[src/core/vstu_pkg.sv]
// Purpose: shared constants and carrier types for the servo timer unit
// Assumes: one 40 MHz system clock
// Notes: all counters and registers reset to zero
package vstu_pkg;

    // clock and tick periods in picoseconds
    localparam int CLK_PERIOD_PS = 25000;
    localparam int TICK_1US_PS = 1000000;
    localparam int TICK_1P1US_PS = 1100000;
    localparam int TICK_125NS_PS = 125000;
    localparam int TICK_2US_PS = 2000000;
    localparam int PWM_CARRIER_PS = 16000000;

    // derived cycle counts
    localparam int DIV_1US = TICK_1US_PS / CLK_PERIOD_PS;
    localparam int DIV_1P1US = TICK_1P1US_PS / CLK_PERIOD_PS;
    localparam int DIV_125NS = TICK_125NS_PS / CLK_PERIOD_PS;
    localparam int DIV_2US = TICK_2US_PS / CLK_PERIOD_PS;
    localparam int PWM_PERIOD_CYC = PWM_CARRIER_PS / CLK_PERIOD_PS;

    // tick generator indices
    localparam int TK_1US = 0;
    localparam int TK_1P1US = 1;
    localparam int TK_125NS = 2;
    localparam int TK_2US = 3;
    localparam int NUM_TICKS = 4;
    localparam int TICK_CNT_W = 8;

    // widths
    localparam int HEAD_W = 16;
    localparam int EVT_W = 8;
    localparam int FRC_W = 22;
    localparam int TMR_W = 16;
    localparam int TAPE_W = 5;
    localparam int PWM_HI_W = 16;
    localparam int PWM_LO_W = 8;
    localparam int PWM_CNT_W = 10;
    localparam int NUM_PWM_HI = 3;
    localparam int NUM_PWM_LO = 3;
    localparam int NUM_FRC_CAPT = 6;

    // synchronised pin indices
    localparam int PIN_DRUM_PHASE = 0;
    localparam int PIN_DRUM_FREQ = 1;
    localparam int PIN_REF = 2;
    localparam int PIN_CAPSTAN = 3;
    localparam int PIN_TAKEUP = 4;
    localparam int PIN_SUPPLY = 5;
    localparam int PIN_PLAYBACK_CONTROL_PULSE = 6;
    localparam int PIN_EXT = 7;
    localparam int NUM_PINS = 8;

    // realtime output port trigger select codes
    localparam logic [2:0] RTP_SEL_VIDEO = 3'h0;
    localparam logic [2:0] RTP_SEL_AUDIO = 3'h1;
    localparam logic [2:0] RTP_SEL_PSEUDO = 3'h2;
    localparam logic [2:0] RTP_SEL_VMASK = 3'h3;
    localparam logic [2:0] RTP_SEL_INTB = 3'h4;

    typedef struct packed {
        logic [HEAD_W-1:0] videoHeadDelay;
        logic [HEAD_W-1:0] audioHeadDelay;
        logic [HEAD_W-1:0] pseudoVsync;
        logic [3:0][EVT_W-1:0] drumEvent;
        logic [TMR_W-1:0] frameReference;
        logic [TMR_W-1:0] recordControl;
        logic [TMR_W-1:0] vsyncMask;
        logic [1:0][TMR_W-1:0] dutySample;
        logic [EVT_W-1:0] tachDivider;
        logic [TMR_W-1:0] intervalA;
        logic [TMR_W-1:0] intervalB;
        logic [TAPE_W-1:0] tape;
    } vstu_compare_t;

    typedef struct packed {
        logic [NUM_FRC_CAPT-1:0][FRC_W-1:0] freeRun;
        logic [TMR_W-1:0] capstanPhase;
        logic [TMR_W-1:0] pulsePeriod;
        logic [TMR_W-1:0] remoteDuty;
        logic [TMR_W-1:0] remotePeriod;
    } vstu_capture_t;

    typedef struct packed {
        logic videoHead;
        logic audioHead;
        logic pseudoVsync;
        logic vsyncMask;
        logic intervalA;
        logic intervalB;
        logic tape;
        logic remote;
        logic dutyPeriod;
    } vstu_irq_t;

    typedef struct packed {
        logic [NUM_PWM_HI-1:0][PWM_HI_W-1:0] wide;
        logic [NUM_PWM_LO-1:0][PWM_LO_W-1:0] narrow;
    } vstu_pwm_duty_t;

endpackage

[src/core/vstu_timer_unit.sv]
// Purpose: servo timer unit: head, free-running, frame, duty, interval, tape, pwm
// Assumes: compare values are static inputs; no software register port
// Notes: pins are synchronised before use; pseudo-vsync and unmask outputs are pulses, head switches and record control are levels
`timescale 1ns/1ps

module vstu_timer_unit
    import vstu_pkg::*;
#(
    parameter int PWM_CYC = PWM_PERIOD_CYC
) (
    // clock and reset
    input wire logic sys_clk,
    input wire logic rst,
    // tach and control pins, asynchronous
    input wire logic drumPhaseTach,
    input wire logic drumFreqTach,
    input wire logic referenceSync,
    input wire logic capstanTach,
    input wire logic takeupReelTach,
    input wire logic supplyReelTach,
    input wire logic playback_control_pulse,
    input wire logic external_capture_pin,
    // configuration
    input wire vstu_compare_t compare,
    input wire vstu_pwm_duty_t pwmDuty,
    input wire logic dutyTickSlow,
    input wire logic [2:0] rtpTriggerSel,
    // results
    output vstu_capture_t capture,
    output vstu_irq_t irq,
    output logic realtimeOutputLoad,
    output logic vsyncUnmask,
    output logic videoHeadSwitch,
    output logic audioHeadSwitch,
    output logic pseudoVsyncPulse,
    output logic record_control_output,
    output logic [1:0] dutySample,
    output logic tachDividerOut,
    output logic [TAPE_W-1:0] tapeCount,
    output logic [NUM_PWM_HI+NUM_PWM_LO-1:0] pwmOut
);
    if (PWM_CYC < 2 || PWM_CYC >= (1 << PWM_CNT_W)) begin : gPwmCheck
        $error("PWM_CYC out of range");
    end

    logic [NUM_PINS-1:0] pinLevel, pinRise, pinFall;
    logic [NUM_TICKS-1:0] tick;
    logic [HEAD_W-1:0] head_timer;
    logic [EVT_W-1:0] drum_event_counter;
    logic internalHeadSwitch;
    logic [FRC_W-1:0] free_running_count;
    logic [TMR_W-1:0] frame_reference_timer, duty_timer;
    logic [TMR_W-1:0] interval_timer_a, interval_timer_b, remote_decode_timer;
    logic [EVT_W-1:0] tach_divider;
    logic [TAPE_W-1:0] tape_updown_counter;
    logic hitVideo, hitAudio, hitPseudo, hitVmask, hitIntB;

    vstu_edge_sync #(.N(NUM_PINS)) uSync (
        .sys_clk(sys_clk),
        .rst(rst),
        .pinIn({external_capture_pin, playback_control_pulse, supplyReelTach,
                takeupReelTach, capstanTach, referenceSync, drumFreqTach, drumPhaseTach}),
        .level(pinLevel),
        .rise(pinRise),
        .fall(pinFall)
    );

    // tick prescalers; all run from reset so tick phases are deterministic
    localparam int TICK_DIV [NUM_TICKS] = '{DIV_1US, DIV_1P1US, DIV_125NS, DIV_2US};
    for (genvar i = 0; i < NUM_TICKS; i++) begin : gTick
        logic [TICK_CNT_W-1:0] cnt;
        always_ff @(posedge sys_clk or posedge rst) begin
            if (rst) begin
                cnt <= '0;
                tick[i] <= 1'b0;
            end else if (cnt == TICK_CNT_W'(TICK_DIV[i] - 1)) begin
                cnt <= '0;
                tick[i] <= 1'b1;
            end else begin
                cnt <= cnt + 1'b1;
                tick[i] <= 1'b0;
            end
        end
    end

    // head timer restarts on each drum phase pulse and on each event match
    logic evtHit;
    assign evtHit = pinRise[PIN_DRUM_FREQ] &&
        (drum_event_counter == compare.drumEvent[0] ||
         drum_event_counter == compare.drumEvent[1] ||
         drum_event_counter == compare.drumEvent[2] ||
         drum_event_counter == compare.drumEvent[3]);

    always_ff @(posedge sys_clk or posedge rst) begin
        if (rst) begin
            drum_event_counter <= '0;
            internalHeadSwitch <= 1'b0;
        end else if (pinRise[PIN_DRUM_PHASE]) begin
            drum_event_counter <= '0;
            internalHeadSwitch <= 1'b0;
        end else if (pinRise[PIN_DRUM_FREQ]) begin
            drum_event_counter <= drum_event_counter + 1'b1;
            if (evtHit) begin
                internalHeadSwitch <= ~internalHeadSwitch;
            end
        end
    end

    always_ff @(posedge sys_clk or posedge rst) begin
        if (rst) begin
            head_timer <= '0;
        end else if (pinRise[PIN_DRUM_PHASE] || evtHit) begin
            head_timer <= '0;
        end else if (tick[TK_1US]) begin
            head_timer <= head_timer + 1'b1;
        end
    end

    // coincidences fire once, on the tick that moves the timer past the compare value
    assign hitVideo = tick[TK_1US] && head_timer == compare.videoHeadDelay;
    assign hitAudio = tick[TK_1US] && head_timer == compare.audioHeadDelay;
    assign hitPseudo = tick[TK_1US] && head_timer == compare.pseudoVsync;

    always_ff @(posedge sys_clk or posedge rst) begin
        if (rst) begin
            videoHeadSwitch <= 1'b0;
            audioHeadSwitch <= 1'b0;
            pseudoVsyncPulse <= 1'b0;
        end else begin
            if (hitVideo) begin
                videoHeadSwitch <= internalHeadSwitch;
            end
            if (hitAudio) begin
                audioHeadSwitch <= internalHeadSwitch;
            end
            pseudoVsyncPulse <= hitPseudo;
        end
    end

    // free-running counter and its six captures
    always_ff @(posedge sys_clk or posedge rst) begin
        if (rst) begin
            free_running_count <= '0;
        end else if (tick[TK_125NS]) begin
            free_running_count <= free_running_count + 1'b1;
        end
    end

    localparam int CAPT_PIN [NUM_FRC_CAPT] =
        '{PIN_REF, PIN_DRUM_PHASE, PIN_DRUM_FREQ, PIN_CAPSTAN, PIN_TAKEUP, PIN_SUPPLY};
    for (genvar c = 0; c < NUM_FRC_CAPT; c++) begin : gFrcCapt
        always_ff @(posedge sys_clk or posedge rst) begin
            if (rst) begin
                capture.freeRun[c] <= '0;
            end else if (pinRise[CAPT_PIN[c]]) begin
                capture.freeRun[c] <= free_running_count;
            end
        end
    end

    // tach divider: its output pulse marks the capstan phase instant
    always_ff @(posedge sys_clk or posedge rst) begin
        if (rst) begin
            tach_divider <= '0;
            tachDividerOut <= 1'b0;
        end else begin
            tachDividerOut <= 1'b0;
            if (pinRise[PIN_CAPSTAN]) begin
                if (tach_divider == compare.tachDivider) begin
                    tach_divider <= '0;
                    tachDividerOut <= 1'b1;
                end else begin
                    tach_divider <= tach_divider + 1'b1;
                end
            end
        end
    end

    // frame reference timer, restarted by the frame reference sync
    logic hitFrame, hitRecord;
    assign hitFrame = tick[TK_1US] && frame_reference_timer == compare.frameReference;
    assign hitRecord = tick[TK_1US] && frame_reference_timer == compare.recordControl;
    assign hitVmask = tick[TK_1US] && frame_reference_timer == compare.vsyncMask;

    always_ff @(posedge sys_clk or posedge rst) begin
        if (rst) begin
            frame_reference_timer <= '0;
        end else if (pinRise[PIN_REF]) begin
            frame_reference_timer <= '0;
        end else if (tick[TK_1US]) begin
            frame_reference_timer <= frame_reference_timer + 1'b1;
        end
    end

    // record control rises at the reference compare and falls at its own compare
    always_ff @(posedge sys_clk or posedge rst) begin
        if (rst) begin
            record_control_output <= 1'b0;
            vsyncUnmask <= 1'b0;
            capture.capstanPhase <= '0;
        end else begin
            if (hitFrame) begin
                record_control_output <= 1'b1;
            end else if (hitRecord) begin
                record_control_output <= 1'b0;
            end
            vsyncUnmask <= hitVmask;
            if (tachDividerOut) begin
                capture.capstanPhase <= frame_reference_timer;
            end
        end
    end

    // duty timer: period captured and restarted on each control pulse rise
    logic dutyTick;
    assign dutyTick = dutyTickSlow ? tick[TK_1P1US] : tick[TK_1US];

    always_ff @(posedge sys_clk or posedge rst) begin
        if (rst) begin
            duty_timer <= '0;
            capture.pulsePeriod <= '0;
            dutySample <= '0;
        end else begin
            if (pinRise[PIN_PLAYBACK_CONTROL_PULSE]) begin
                capture.pulsePeriod <= duty_timer;
                duty_timer <= '0;
            end else if (dutyTick) begin
                duty_timer <= duty_timer + 1'b1;
            end
            for (int k = 0; k < 2; k++) begin
                if (dutyTick && duty_timer == compare.dutySample[k]) begin
                    dutySample[k] <= pinLevel[PIN_PLAYBACK_CONTROL_PULSE];
                end
            end
        end
    end

    // interval timers clear on their own match; the irq fires the same cycle
    logic hitIntA;
    assign hitIntA = interval_timer_a == compare.intervalA;
    assign hitIntB = interval_timer_b == compare.intervalB;

    always_ff @(posedge sys_clk or posedge rst) begin
        if (rst) begin
            interval_timer_a <= '0;
        end else if (tick[TK_1US]) begin
            interval_timer_a <= hitIntA ? '0 : interval_timer_a + 1'b1;
        end
    end

    always_ff @(posedge sys_clk or posedge rst) begin
        if (rst) begin
            interval_timer_b <= '0;
        end else if (tick[TK_2US]) begin
            interval_timer_b <= hitIntB ? '0 : interval_timer_b + 1'b1;
        end
    end

    // remote decode timer free-runs; both registers take the count on a pin rise
    always_ff @(posedge sys_clk or posedge rst) begin
        if (rst) begin
            remote_decode_timer <= '0;
            capture.remoteDuty <= '0;
            capture.remotePeriod <= '0;
        end else begin
            if (tick[TK_2US]) begin
                remote_decode_timer <= remote_decode_timer + 1'b1;
            end
            if (pinRise[PIN_EXT]) begin
                capture.remoteDuty <= remote_decode_timer;
                capture.remotePeriod <= remote_decode_timer;
            end
        end
    end

    // tape counter; a rise and fall in one cycle cannot occur after edge detection
    logic tapeMatch, tapeUnder;
    assign tapeUnder = pinFall[PIN_PLAYBACK_CONTROL_PULSE] && tape_updown_counter == '0;
    assign tapeMatch = (pinRise[PIN_PLAYBACK_CONTROL_PULSE] &&
                        tape_updown_counter + 1'b1 == compare.tape) ||
                       (pinFall[PIN_PLAYBACK_CONTROL_PULSE] && tape_updown_counter - 1'b1 == compare.tape);

    always_ff @(posedge sys_clk or posedge rst) begin
        if (rst) begin
            tape_updown_counter <= '0;
        end else if (pinRise[PIN_PLAYBACK_CONTROL_PULSE]) begin
            tape_updown_counter <= tape_updown_counter + 1'b1;
        end else if (pinFall[PIN_PLAYBACK_CONTROL_PULSE]) begin
            tape_updown_counter <= tape_updown_counter - 1'b1;
        end
    end
    assign tapeCount = tape_updown_counter;

    // interrupt pulses and port load trigger, registered
    always_ff @(posedge sys_clk or posedge rst) begin
        if (rst) begin
            irq <= '0;
            realtimeOutputLoad <= 1'b0;
        end else begin
            irq.videoHead <= hitVideo;
            irq.audioHead <= hitAudio;
            irq.pseudoVsync <= hitPseudo;
            irq.vsyncMask <= hitVmask;
            irq.intervalA <= tick[TK_1US] && hitIntA;
            irq.intervalB <= tick[TK_2US] && hitIntB;
            irq.tape <= tapeMatch || tapeUnder;
            irq.remote <= pinRise[PIN_EXT];
            irq.dutyPeriod <= pinRise[PIN_PLAYBACK_CONTROL_PULSE];
            case (rtpTriggerSel)
                RTP_SEL_VIDEO: realtimeOutputLoad <= hitVideo;
                RTP_SEL_AUDIO: realtimeOutputLoad <= hitAudio;
                RTP_SEL_PSEUDO: realtimeOutputLoad <= hitPseudo;
                RTP_SEL_VMASK: realtimeOutputLoad <= hitVmask;
                RTP_SEL_INTB: realtimeOutputLoad <= tick[TK_2US] && hitIntB;
                default: realtimeOutputLoad <= 1'b0;
            endcase
        end
    end

    // pwm: one shared carrier; duty scaled onto the carrier period
    logic [PWM_CNT_W-1:0] pwmCarrier;
    always_ff @(posedge sys_clk or posedge rst) begin
        if (rst) begin
            pwmCarrier <= '0;
        end else if (pwmCarrier == PWM_CNT_W'(PWM_CYC - 1)) begin
            pwmCarrier <= '0;
        end else begin
            pwmCarrier <= pwmCarrier + 1'b1;
        end
    end

    for (genvar p = 0; p < NUM_PWM_HI + NUM_PWM_LO; p++) begin : gPwm
        logic [PWM_HI_W+PWM_CNT_W-1:0] scaled;
        logic [PWM_CNT_W-1:0] thresh;
        if (p < NUM_PWM_HI) begin : gWide
            assign scaled = pwmDuty.wide[p] * (PWM_HI_W+PWM_CNT_W)'(PWM_CYC);
            assign thresh = scaled[PWM_HI_W +: PWM_CNT_W];
        end else begin : gNarrow
            assign scaled = {8'h00, pwmDuty.narrow[p-NUM_PWM_HI]} *
                            (PWM_HI_W+PWM_CNT_W)'(PWM_CYC);
            assign thresh = scaled[PWM_LO_W +: PWM_CNT_W];
        end
        always_ff @(posedge sys_clk or posedge rst) begin
            if (rst) begin
                pwmOut[p] <= 1'b0;
            end else begin
                pwmOut[p] <= pwmCarrier < thresh;
            end
        end
    end
endmodule

[src/core/vstu_edge_sync.sv]
// Purpose: two-flop synchroniser with registered edge pulses for tach pins
// Assumes: pins are asynchronous to sys_clk
// Notes: rise and fall are one-cycle pulses, two to three cycles after the pin
`timescale 1ns/1ps
module vstu_edge_sync #(
    parameter int N = 1
) (
    // clock and reset
    input wire logic sys_clk,
    input wire logic rst,
    // pins
    input wire logic [N-1:0] pinIn,
    // synchronised view
    output logic [N-1:0] level,
    output logic [N-1:0] rise,
    output logic [N-1:0] fall
);
    logic [N-1:0] meta;
    logic [N-1:0] prev;

    // first stage is read only by the second stage
    always_ff @(posedge sys_clk or posedge rst) begin
        if (rst) begin
            meta <= '0;
            level <= '0;
            prev <= '0;
        end else begin
            meta <= pinIn;
            level <= meta;
            prev <= level;
        end
    end

    always_ff @(posedge sys_clk or posedge rst) begin
        if (rst) begin
            rise <= '0;
            fall <= '0;
        end else begin
            rise <= level & ~prev;
            fall <= ~level & prev;
        end
    end
endmodule

[config.mk]
export PLATFORM = sky130hd
export DESIGN_NAME = vstu_timer_unit
export DESIGN_NICKNAME = d
export VERILOG_FILES = /design/src/core/vstu_pkg.sv /design/src/core/vstu_timer_unit.sv /design/src/core/vstu_edge_sync.sv
export SDC_FILE = /design/constraint.sdc
export NUM_CORES = 1
export LEC_CHECK = 0
export BUFFER_PORTS_ARGS = -buffer_cell sky130_fd_sc_hd__buf_2
export CORE_ASPECT_RATIO = 0.5
export CORE_MARGIN = 8
export CORE_UTILIZATION = 53
export DETAILED_ROUTE_END_ITERATION = 10
export PLACE_DENSITY = 0.78
export RECOVER_POWER = 50
export SLEW_MARGIN = 5
export SYNTH_ARGS = -nofsm -noshare
export SYNTH_HDL_FRONTEND = slang
export SYNTH_SLANG_ARGS = --single-unit
[constraint.sdc]
create_clock -name sys_clk -period 17.9 [get_ports sys_clk]
set_clock_uncertainty 0.05 [all_clocks]
set_input_delay 0.895 -clock sys_clk [delete_from_list [all_inputs] [get_ports sys_clk]]
set_output_delay 0.895 -clock sys_clk [all_outputs]
set_load 0.01 [all_outputs]
==> results of run 1 <==
## through the flow
step / util (%) / instance area, sq um / setup WS [ns] / total power [W] / instances
2_1_floorplan: - / 23000 / 5.24 / 0.00125 / 2067
4_1_cts: 62.9 / 27200 / 14.34 / 0.00224 / 3130
3_5_place_dp: 59.8 / 25900 / 13.76 / 0.00136 / 3059
5_1_grt: 62.8 / 27200 / 10.92 / 0.00233 / 3146
6_report: 62.8 / 27200 / 12.06 / 0.00222 / 3146
3_3_place_gp: 59.8 / 25900 / 13.83 / 0.00135 / 3059
## critical path: stages
cell and delay (ns):
buf_2 0.10, clkinvlp_2 3.13, buf_4 1.12, buf_4 0.91
## routing by layer
metal  wire length (um)  up-vias
met4               2120        0
met1              24600     8306
met3               2500      122
li1                   -     8035
met2              31500      360
met5                  0        -
## kinds of logic (layout without fill, tap and decap cells)
group | count (synthesis) | in the layout
mux | 195 | 195
fa+ha+maj | 189 | 189
flops | 421 | 421
simple gates | 524 | 524
compound gates | 187 | 187
xor+xnor | 386 | 386
other cells | 0 | 16
buf+inv | 165 | 640
## sequential cells by signal, indices dropped and copies added (netlist names), 8 cells and up
name                   count
capture                  180
gTick.cnt                 32
free_running_count        22
duty_timer                16
frame_reference_timer     16
head_timer                16
interval_timer_a          16
interval_timer_b          16
remote_decode_timer       16
pwmCarrier                10
irq                        9
drum_event_counter         8
tach_divider               8
uSync.level                8
uSync.meta                 8
uSync.prev                 8
uSync.rise                 8
## cell type report
class	count	share of cell area (%)
clock inverter	20	1.00
timing repair buffer	525	9.44
inverter	44	0.613
clock buffer	51	3.98
sequential	421	38.8
tap	588	2.71
multi-input combinational	1481	43.3
antenna	16	0.147
## cell usage after synthesis (all sizes together) (21+ instances only)
cell type,instances,share of area (%)
a21oi,65,1.4
and3,21,0.57
buf,67,1.6
clkbuf,54,0.88
dfrtp,421,46
ha,186,10
inv,44,0.72
mux2,188,9.2
nand2,93,1.5
nand3,61,1.3
nand4,77,2.1
nor2,148,2.4
nor2b,26,0.71
nor4,23,0.84
o21ai,53,1.2
xnor2,230,8.7
xor2,156,5.9
## power breakdown
| group | switching, W | total (W) | internal [W] | leakage (nW) |
|---|---|---|---|---|
| clock | 0.000377 | 0.000881 | 0.000505 | 0.665 |
| combinational | 0.000170 | 0.000323 | 0.000153 | 7.39 |
| sequential | 0.0000400 | 0.00102 | 0.000976 | 5.47 |
## final timing paths
kind | startpoint | endpoint | slack [ns]
setup / recovery | rst | capture[121]$_DFFE_PP0P_ | 12.06
hold / removal | uSync.meta[5]$_DFF_PP0_ | uSync.level[5]$_DFF_PP0_ | 0.30
setup reg to reg | uSync.rise[1]$_DFF_PP0_ | drum_event_counter[5]$_DFFE_PP0P_ | 14.71
hold reg to reg | uSync.meta[5]$_DFF_PP0_ | uSync.level[5]$_DFF_PP0_ | 0.30
max in group sys_clk | pwmDuty[26] | pwmOut[0]$_DFF_PP0_ | 14.30
min in group asynchronous | rst | irq[6]$_DFF_PP0_ | 2.07
==> impl_metrics.tcl, run 1 <==
set metrics [dict create \
    netlist_area_sq_mm 0.0230 \
    hp-class "reg -> reg" \
    wire_per_inst_um 19.3 \
    irDropWorstVdd_uv 69.3 \
    multi_input_area_sq_mm 0.0118 \
    setup_viol 0 \
    clkSinkCount 421 \
    register_area_sq_mm 0.0105 \
    synth_cell_type_count 62 \
    critPathCaptureType "asynchronous set/reset pin" \
    p_leak_nw 13.5 \
    rows 54 \
    synth_ff_type "dfrtp_1" \
    cts_buffer_depth 3 \
    worst_slew_pin_slew_ns 5.66 \
    overflow 0 \
    syn_nets 2547 \
    synth_edf_count 0 \
    die-area_sq_mm 0.0508 \
    gr-usage-met2_pct 40.9 \
    final_common_cell "buf_2" \
    grt_max_degree 131 \
    fin_tns_setup_ns 0 \
    r2r_cells 4 \
    ctsResizeCount 0 \
    ys_seq_elements 421 \
    async_reset_ff_share_pct 100 \
    critical_path_class "in -> async" \
    crit_fanout 130 \
    mostFrequentLayoutCells "458 x buf_2, 421 x dfrtp_1, 230 x xnor2_1, 186 x ha_1, 185 x mux2_2" \
    cts_setup_buffers 0 \
    fin_crit_sh_pct 32.6 \
    postCtsHoldBufs 0 \
    die_h_um 163 \
    synth-simple-area-share_pct 11.6 \
    busiest_layer "met2" \
    ioPinCount 516 \
    synthCells 2067 \
    seq_area_frac_synth_pct 45.7 \
    firstDrtPassIters 5 \
    gp_congestion 0.918 \
    wirelength_um 60700 \
    synthMuxAreaShare_pct 9.49 \
    cts_buffers 39 \
    cts_tree "done" \
    rsz0062_at_grt "false" \
    max_cap_violations 6 \
    cts_max_level 2 \
    min_period_ns 5.84 \
    vias_per_cell 5.35 \
    hold_violations 0 \
    holdWs_ns 0.297 \
    cp-start-kind "primary input" \
    grt_antenna_before_repair 16 \
    grt_pass1_wl_um 94600 \
    grt_pass1_vias 17313 \
    drcViolationCount 0 \
    yosysWarnings 0 \
    failed_checks "max-capacitance violations, max-slew violations" \
    max_freq_mhz 171 \
    synthAdderAreaFrac_pct 10.4 \
    synth_top_family_by_area "XOR/XNOR gates" \
    met1_usage_pct 27.8 \
    powerDensity_mw_per_mm2 81.8 \
    status "complete, but fails checks" \
    cts_root_buf "clkbuf_16" \
    syn_avg_cell_area_sq_um 11.2 \
    synth-compound-area-share_pct 4.94 \
    drive_gt1_share_pct 28.4 \
    drv_slew 295 \
    nNetsFinal 2992 \
    initial_utilization_pct 53.3 \
    slew_headroom_pct -279 \
    vias 16823 \
    arrival_ns 6.33 \
    dp_hpwl_um 46300 \
    cp.required_ns 18.38 \
    synth_xor_area_share_pct 14.7 \
    globalRouteTotalUtil_pct 22.9 \
    fill_cells 3531 \
    drtAntennaViolNets 0 \
    whs_path_depth 0 \
    clkTransAtPathRegs_ns 0.06 \
    port_buffers 515 \
    drtIter0Drc 1061 \
    core_area_sq_mm 0.0432 \
    die_x_um 311 \
    met3_usage_pct 3.66 \
    syn_to_final_growth_pct 17.8 \
    clk_latency_ns 0.55 \
]
Note: power is estimated with default switching activity, not from simulation.
==> run 2: changes to the inputs <==
Settings changed: ABC_AREA from default to 1.
Clock period 17.9 ns to 5.75 ns, I/O delays scaled along.
==> impl_metrics.tcl, run 2 <==
set metrics [dict create \
    status "complete, but fails checks" \
    failed_checks "max-capacitance violations, max-slew violations" \
    min_period_ns 3.34 \
    die-area_sq_mm 0.0547 \
    grt_antenna_before_repair 20 \
    critPathCaptureType "flip-flop" \
    port_buffers 515 \
    power_w 0.00714 \
    mostFrequentLayoutCells "742 x nand2_1, 421 x dfrtp_1, 345 x inv_1, 291 x buf_2, 245 x nor2_1" \
    synth_edf_count 0 \
    dp_worst_setup_slack_ns 2.47 \
    postCtsHoldBufs 13 \
    synth_common_cells "742 x nand2_1, 421 x dfrtp_1, 345 x inv_1, 244 x nor2_1, 186 x ha_1" \
    path_cells "clkbuf_1 -> inv_1 -> clkbuf_1 -> nand2_1 -> o21ai_0" \
    fin_tns_setup_ns 0 \
    critPathLaunch "uSync.rise[2]$_DFF_PP0_" \
    globalRouteTotalUtil_pct 25.4 \
    crit_fanout 41 \
    drtAntennaViolNets 0 \
    min_from "compare[3]" \
    ys_seq_elements 421 \
    fin_crit_sh_pct 58.1 \
    yosysWarnings 0 \
    synth_ff_type "dfrtp_1" \
    drv_slew 189 \
    core_area_sq_mm 0.0467 \
    hp-class "in -> reg" \
    wirelength_um 72100 \
    dp_hpwl_um 55500 \
    drtIter0Drc 1506 \
    vias_per_cell 5.27 \
    synth_top_area_share_pct 42.3 \
    wire_per_inst_um 17.2 \
    cp-start-kind "flip-flop" \
    cts_max_level 2 \
    clk_latency_ns 0.57 \
    fill_cells 4129 \
    worst_slew_pin_slew_ns 1.99 \
    crit_buf_inv 3 \
    cts_buffers 40 \
    max_cap_violations 5 \
    die_x_um 323 \
    syn_avg_cell_area_sq_um 8.24 \
    irDropWorstVdd_uv 241 \
    setup_viol 0 \
    grt_pass1_vias 21704 \
    syn_to_final_growth_pct 16.7 \
    vias 22106 \
    critPathTopFamily "buffers and inverters" \
    rows 56 \
    max_stage_delay_ns 1.44 \
    hold_violations 0 \
    rr_startpoint "uSync.rise[2]$_DFF_PP0_" \
    synthCells 3026 \
    firstDrtPassIters 6 \
    nNetsFinal 3983 \
    syn_nets 3506 \
    p_leak_nw 15.1 \
    slowest_stage "clkbuf_1" \
    yosysMostFrequentCell "nand2_1" \
    gp_congestion 0.960 \
    seq_area_frac_synth_pct 42.3 \
    max_freq_mhz 299 \
    drive_gt1_share_pct 13.1 \
    cts_root_buf "clkbuf_16" \
    initial_utilization_pct 53.4 \
    cts_setup_buffers 0 \
    ioPinCount 516 \
    clkTransAtPathRegs_ns 0.07 \
    synth_cell_type_count 50 \
    powerDensity_mw_per_mm2 246 \
    ctsResizeCount 0 \
    critical_path_class "reg -> reg" \
    grt_max_degree 194 \
    yosys.area.top_type "dfrtp_1" \
    drcViolationCount 0 \
    arrival_ns 3.75 \
    grt_pass1_wl_um 113000 \
    netlist_top_cells_area "dfrtp_1 42%, nand2_1 11%, ha_1 9.3%" \
    cts_tree "done" \
    holdWs_ns 0.0484 \
    cp.required_ns 6.16 \
    netlist_area_sq_mm 0.0249 \
    rsz0062_at_grt "false" \
    slew_headroom_pct -32.6 \
    largest_reg_flops 180 \
    clkSinkCount 421 \
    cts_buffer_depth 3 \
    die_h_um 169 \
    worst_slack_ns 2.41 \
    cpMostUsedCell "clkbuf_1" \
    final_common_cell "nand2_1" \
    overflow 0 \
    async_reset_ff_share_pct 100 \
    largest-register "capture" \
    reg.largest.list "capture x180, gTick.cnt x32, free_running_count x22" \
]
-- run 2: cell count changes in the layout (fill, tap and decap cells not counted), sizes merged, moves of 26 or more --
cell / previous run / this run
nand2: 93 / 744
inv: 44 / 356
clkbuf: 113 / 283
buf: 463 / 294
mux2: 188 / 44
xnor2: 230 / 107
a21oi: 65 / 178
nor2: 148 / 251
o21ai: 53 / 122
nand3: 61 / 120
nor3: 19 / 77
xor2: 156 / 116
nor2b: 26 / 0
-- run 2: cell families (layout without fill, tap and decap cells) --
| group | count (synthesis) | in the layout | synth area share, % |
|---|---|---|---|
| compound gates | 364 | 364 | 7.98 |
| xor+xnor | 223 | 223 | 7.83 |
| mux | 44 | 44 | 1.99 |
| fa+ha+maj | 189 | 189 | 9.57 |
| other cells | 0 | 20 | 0 |
| simple gates | 1319 | 1319 | 22.8 |
| flops | 421 | 421 | 42.3 |
| buf+inv | 466 | 973 | 7.58 |
-- run 2: power by group --
group | total, W | switching (W) | internal (W)
Clock | 0.00273 | 0.00122 | 0.00150
Combinational | 0.00124 | 0.000732 | 0.000503
Sequential | 0.00318 | 0.000117 | 0.00307
-- run 2: worst register-to-register path, cell delays in order (launching register included) --
cell	delay [ns]
dfrtp_1	0.36
clkbuf_1	0.54
inv_1	0.18
clkbuf_1	1.44
nand2_1	0.38
o21ai_0	0.31
-- run 2: per-layer routing --
metal | vias to the layer above | routed length (um) | global-route usage (%)
li1 | 10739 | - | -
met3 | 194 | 3600 | 3.40
met2 | 674 | 36900 | 45.3
met1 | 10499 | 28100 | 30.2
met5 | - | 0 | 0
met4 | 0 | 3450 | 12.4
-- run 2: area by class of cell --
cell class	count	area [sq um]	area share [%]
clock buffer	49	1070	3.70
timing repair buffer	541	2510	8.64
tap	638	798	2.74
clock inverter	23	283	0.972
antenna	20	50.0	0.172
inverter	360	1350	4.65
sequential	421	10500	36.2
multi-input combinational	2139	12500	42.9
-- run 2: metrics by stage --
| step | cells | cell area, sq um | util (%) |
|---|---|---|---|
| after floorplan | 3026 | 24900 | - |
| after global routing | 4191 | 29100 | 62.3 |
| after global placement | 4086 | 27900 | 59.8 |
| after CTS | 4171 | 29400 | 63.0 |
| after detailed placement | 4086 | 27900 | 59.8 |
| final | 4191 | 29100 | 62.3 |
-- run 2: worst paths after layout --
path                                                          to  slack (ns)  cells after the start
hold reg to reg                         uSync.level[1]$_DFF_PP0_        0.29                      0
setup reg to reg           frame_reference_timer[14]$_DFFE_PP0P_        2.41                      5
setup / recovery           frame_reference_timer[14]$_DFFE_PP0P_        2.41                      5
hold / removal                                  irq[2]$_DFF_PP0_        0.05                      4
max in group asynchronous              gTick[1].cnt[3]$_DFF_PP0_        2.61                      4
min in group asynchronous                capture[14]$_DFFE_PP0P_        0.67                      3
==> run 3: changes to the inputs <==
Clock period 5.75 ns to 3.35 ns, I/O delays scaled along.
==> impl_metrics.tcl, run 3 (same netlist as run 2, synthesis figures left out) <==
set metrics [dict create \
    wirelength_um 72800 \
    failed_checks "max-capacitance violations, max-slew violations" \
    max_stage_delay_ns 0.61 \
    initial_utilization_pct 53.4 \
    grt_antenna_before_repair 24 \
    ioPinCount 516 \
    irDropWorstVdd_uv 307 \
    cts_tree "done" \
    place_area_sq_mm 0.0280 \
    power_w 0.0126 \
    drtAntennaViolNets 0 \
    drtIter0Drc 1753 \
    die_h_um 169 \
    core_area_sq_mm 0.0467 \
    powerDensity_mw_per_mm2 429 \
    cp.required_ns 3.79 \
    crit_buf_inv 3 \
    die_x_um 323 \
    final_common_cell "nand2_1" \
    clk_latency_ns 0.56 \
    fin_util_pct 63.1 \
    overflow 0 \
    drive_gt1_share_pct 13.6 \
    cpMostUsedCell "dlygate4sd3_1" \
    fin_crit_sh_pct 93.8 \
    mostFrequentLayoutCells "742 x nand2_1, 420 x dfrtp_1, 345 x inv_1, 298 x buf_2, 244 x nor2_1" \
    cts_max_level 2 \
    wire_per_inst_um 17.3 \
    worstSetupPathDepth 8 \
    min_period_ns 3.14 \
    fill_cells 4074 \
    hp-class "in -> reg" \
    max_freq_mhz 318 \
    cts_buffers 40 \
    worst_slew_pin_slew_ns 1.82 \
    drcViolationCount 0 \
    r2r_cells 8 \
    syn_to_final_growth_pct 18.1 \
    gp_congestion 0.942 \
    grt_pass1_wl_um 114000 \
    globalRouteTotalUtil_pct 25.5 \
    vias_per_cell 5.30 \
    cts_root_buf "clkbuf_16" \
    rows 56 \
    largest-register "capture" \
    clkTransAtPathRegs_ns 0.07 \
    arrival_ns 3.58 \
    reg2reg_slack_ns 0.21 \
    setup_viol 0 \
    critPathCaptureType "flip-flop" \
    rsz0062_at_grt "false" \
    critical_path_class "reg -> reg" \
    grt_max_degree 123 \
    p_leak_nw 15.3 \
    critPathTopFamily "buffers and inverters" \
    endpoint "dutySample[0]$_DFFE_PP0P_" \
    slew_headroom_pct -21.4 \
    reg.largest.list "capture x180, gTick.cnt x32, free_running_count x22" \
    nNetsFinal 4004 \
    largest_reg_flops 180 \
    slowest_stage "dlygate4sd3_1" \
    hold_violations 0 \
    port_buffers 515 \
    firstDrtPassIters 8 \
    drv_slew 112 \
    cp-start-kind "flip-flop" \
    cts_buffer_depth 3 \
    holdWs_ns 0.0296 \
    clkSinkCount 421 \
    die-area_sq_mm 0.0547 \
    critPathLaunch "duty_timer[2]$_DFFE_PP0P_" \
    r2r-end "dutySample[0]$_DFFE_PP0P_" \
    path_cells "xnor2_1 -> nand2_1 -> dlygate4sd3_1 -> nor4_2 -> dlygate4sd3_1 -> nand4_1 -> dlygate4sd3_1 -> nand2_1" \
    rr_startpoint "duty_timer[2]$_DFFE_PP0P_" \
    vias 22341 \
    crit_fanout 8 \
    status "complete, but fails checks" \
    dp_hpwl_um 55600 \
    max_cap_violations 2 \
    final_area_sq_mm 0.0294 \
    grt_pass1_vias 22013 \
]
==> run 3: cell types whose count changed in the layout (fill, tap and decap cells not counted), sizes merged <==
cell,before,now
clkbuf,283,281
buf,294,308
clkinv,21,14
diode,20,23
dlygate4sd3,13,28
clkinvlp,3,4
inv,356,353
bufinv,3,7
==> run 3: final cells by class <==
type / instances / area (sq um) / share of cell area [%]
multi-input combinational: 2139 / 12500 / 42.5
sequential: 421 / 10500 / 35.8
timing repair buffer: 562 / 2730 / 9.26
inverter: 360 / 1350 / 4.60
clock buffer: 55 / 1150 / 3.90
tap: 638 / 798 / 2.71
clock inverter: 18 / 314 / 1.07
antenna: 23 / 57.6 / 0.196
==> run 3: through the flow <==
step                setup WS [ns]  instances  setup TNS, ns
global route               0.0316       4216              0
global placement            0.524       4092              0
detailed placement          0.436       4092              0
CTS                         0.156       4193              0
floorplan                   -2.55       3026       -1072.28
finish                      0.207       4216              0
==> run 3: routing by layer <==
metal | part of all wire [%] | global-route usage, % | up-vias
met5 | 0.016 | 0 | -
met4 | 4.6 | 11.8 | 2
met3 | 4.9 | 3.53 | 204
met2 | 51 | 46.5 | 710
met1 | 39 | 29.8 | 10632
li1 | - | - | 10793
==> run 3: worst min-delay path by stage <==
| stage | from | to | cells after the start |
|---|---|---|---|
| 2_1_floorplan | drumPhaseTach | uSync.meta[0]$_DFF_PP0_ | 0 |
| 3_3_place_gp | rst | remote_decode_timer[15]$_DFFE_PP0P_ | 2 |
| 3_5_place_dp | drumPhaseTach | uSync.meta[0]$_DFF_PP0_ | 1 |
| 4_1_cts | compare[204] | irq[8]$_DFF_PP0_ | 4 |
| 5_1_grt | pwmDuty[17] | pwmOut[5]$_DFF_PP0_ | 5 |
| 6_report | compare[204] | irq[8]$_DFF_PP0_ | 4 |
==> run 3: power breakdown <==
| group | switching [W] | internal (W) |
|---|---|---|
| clock network | 0.00205 | 0.00297 |
| registers | 0.000199 | 0.00526 |
| logic | 0.00127 | 0.000889 |
| total | 0.00351 | 0.00912 |
==> run 3: what timing repair did <==
item,4_1_cts,5_1_grt
buffers inserted,0,0
endpoints found under the hold margin,36,0
endpoints found under the setup margin,0,1
hold buffers,28,0
gates resized for setup,0,2
==> run 3: worst register-to-register path, delay by kind of cell (launching register included) <==
kind / cells / cell delay [ns]
xor gates and xnor gates: 1 / 0.21
buffers and inverters: 3 / 1.75
DFF: 1 / 0.50
and+or+nand+nor: 4 / 0.58
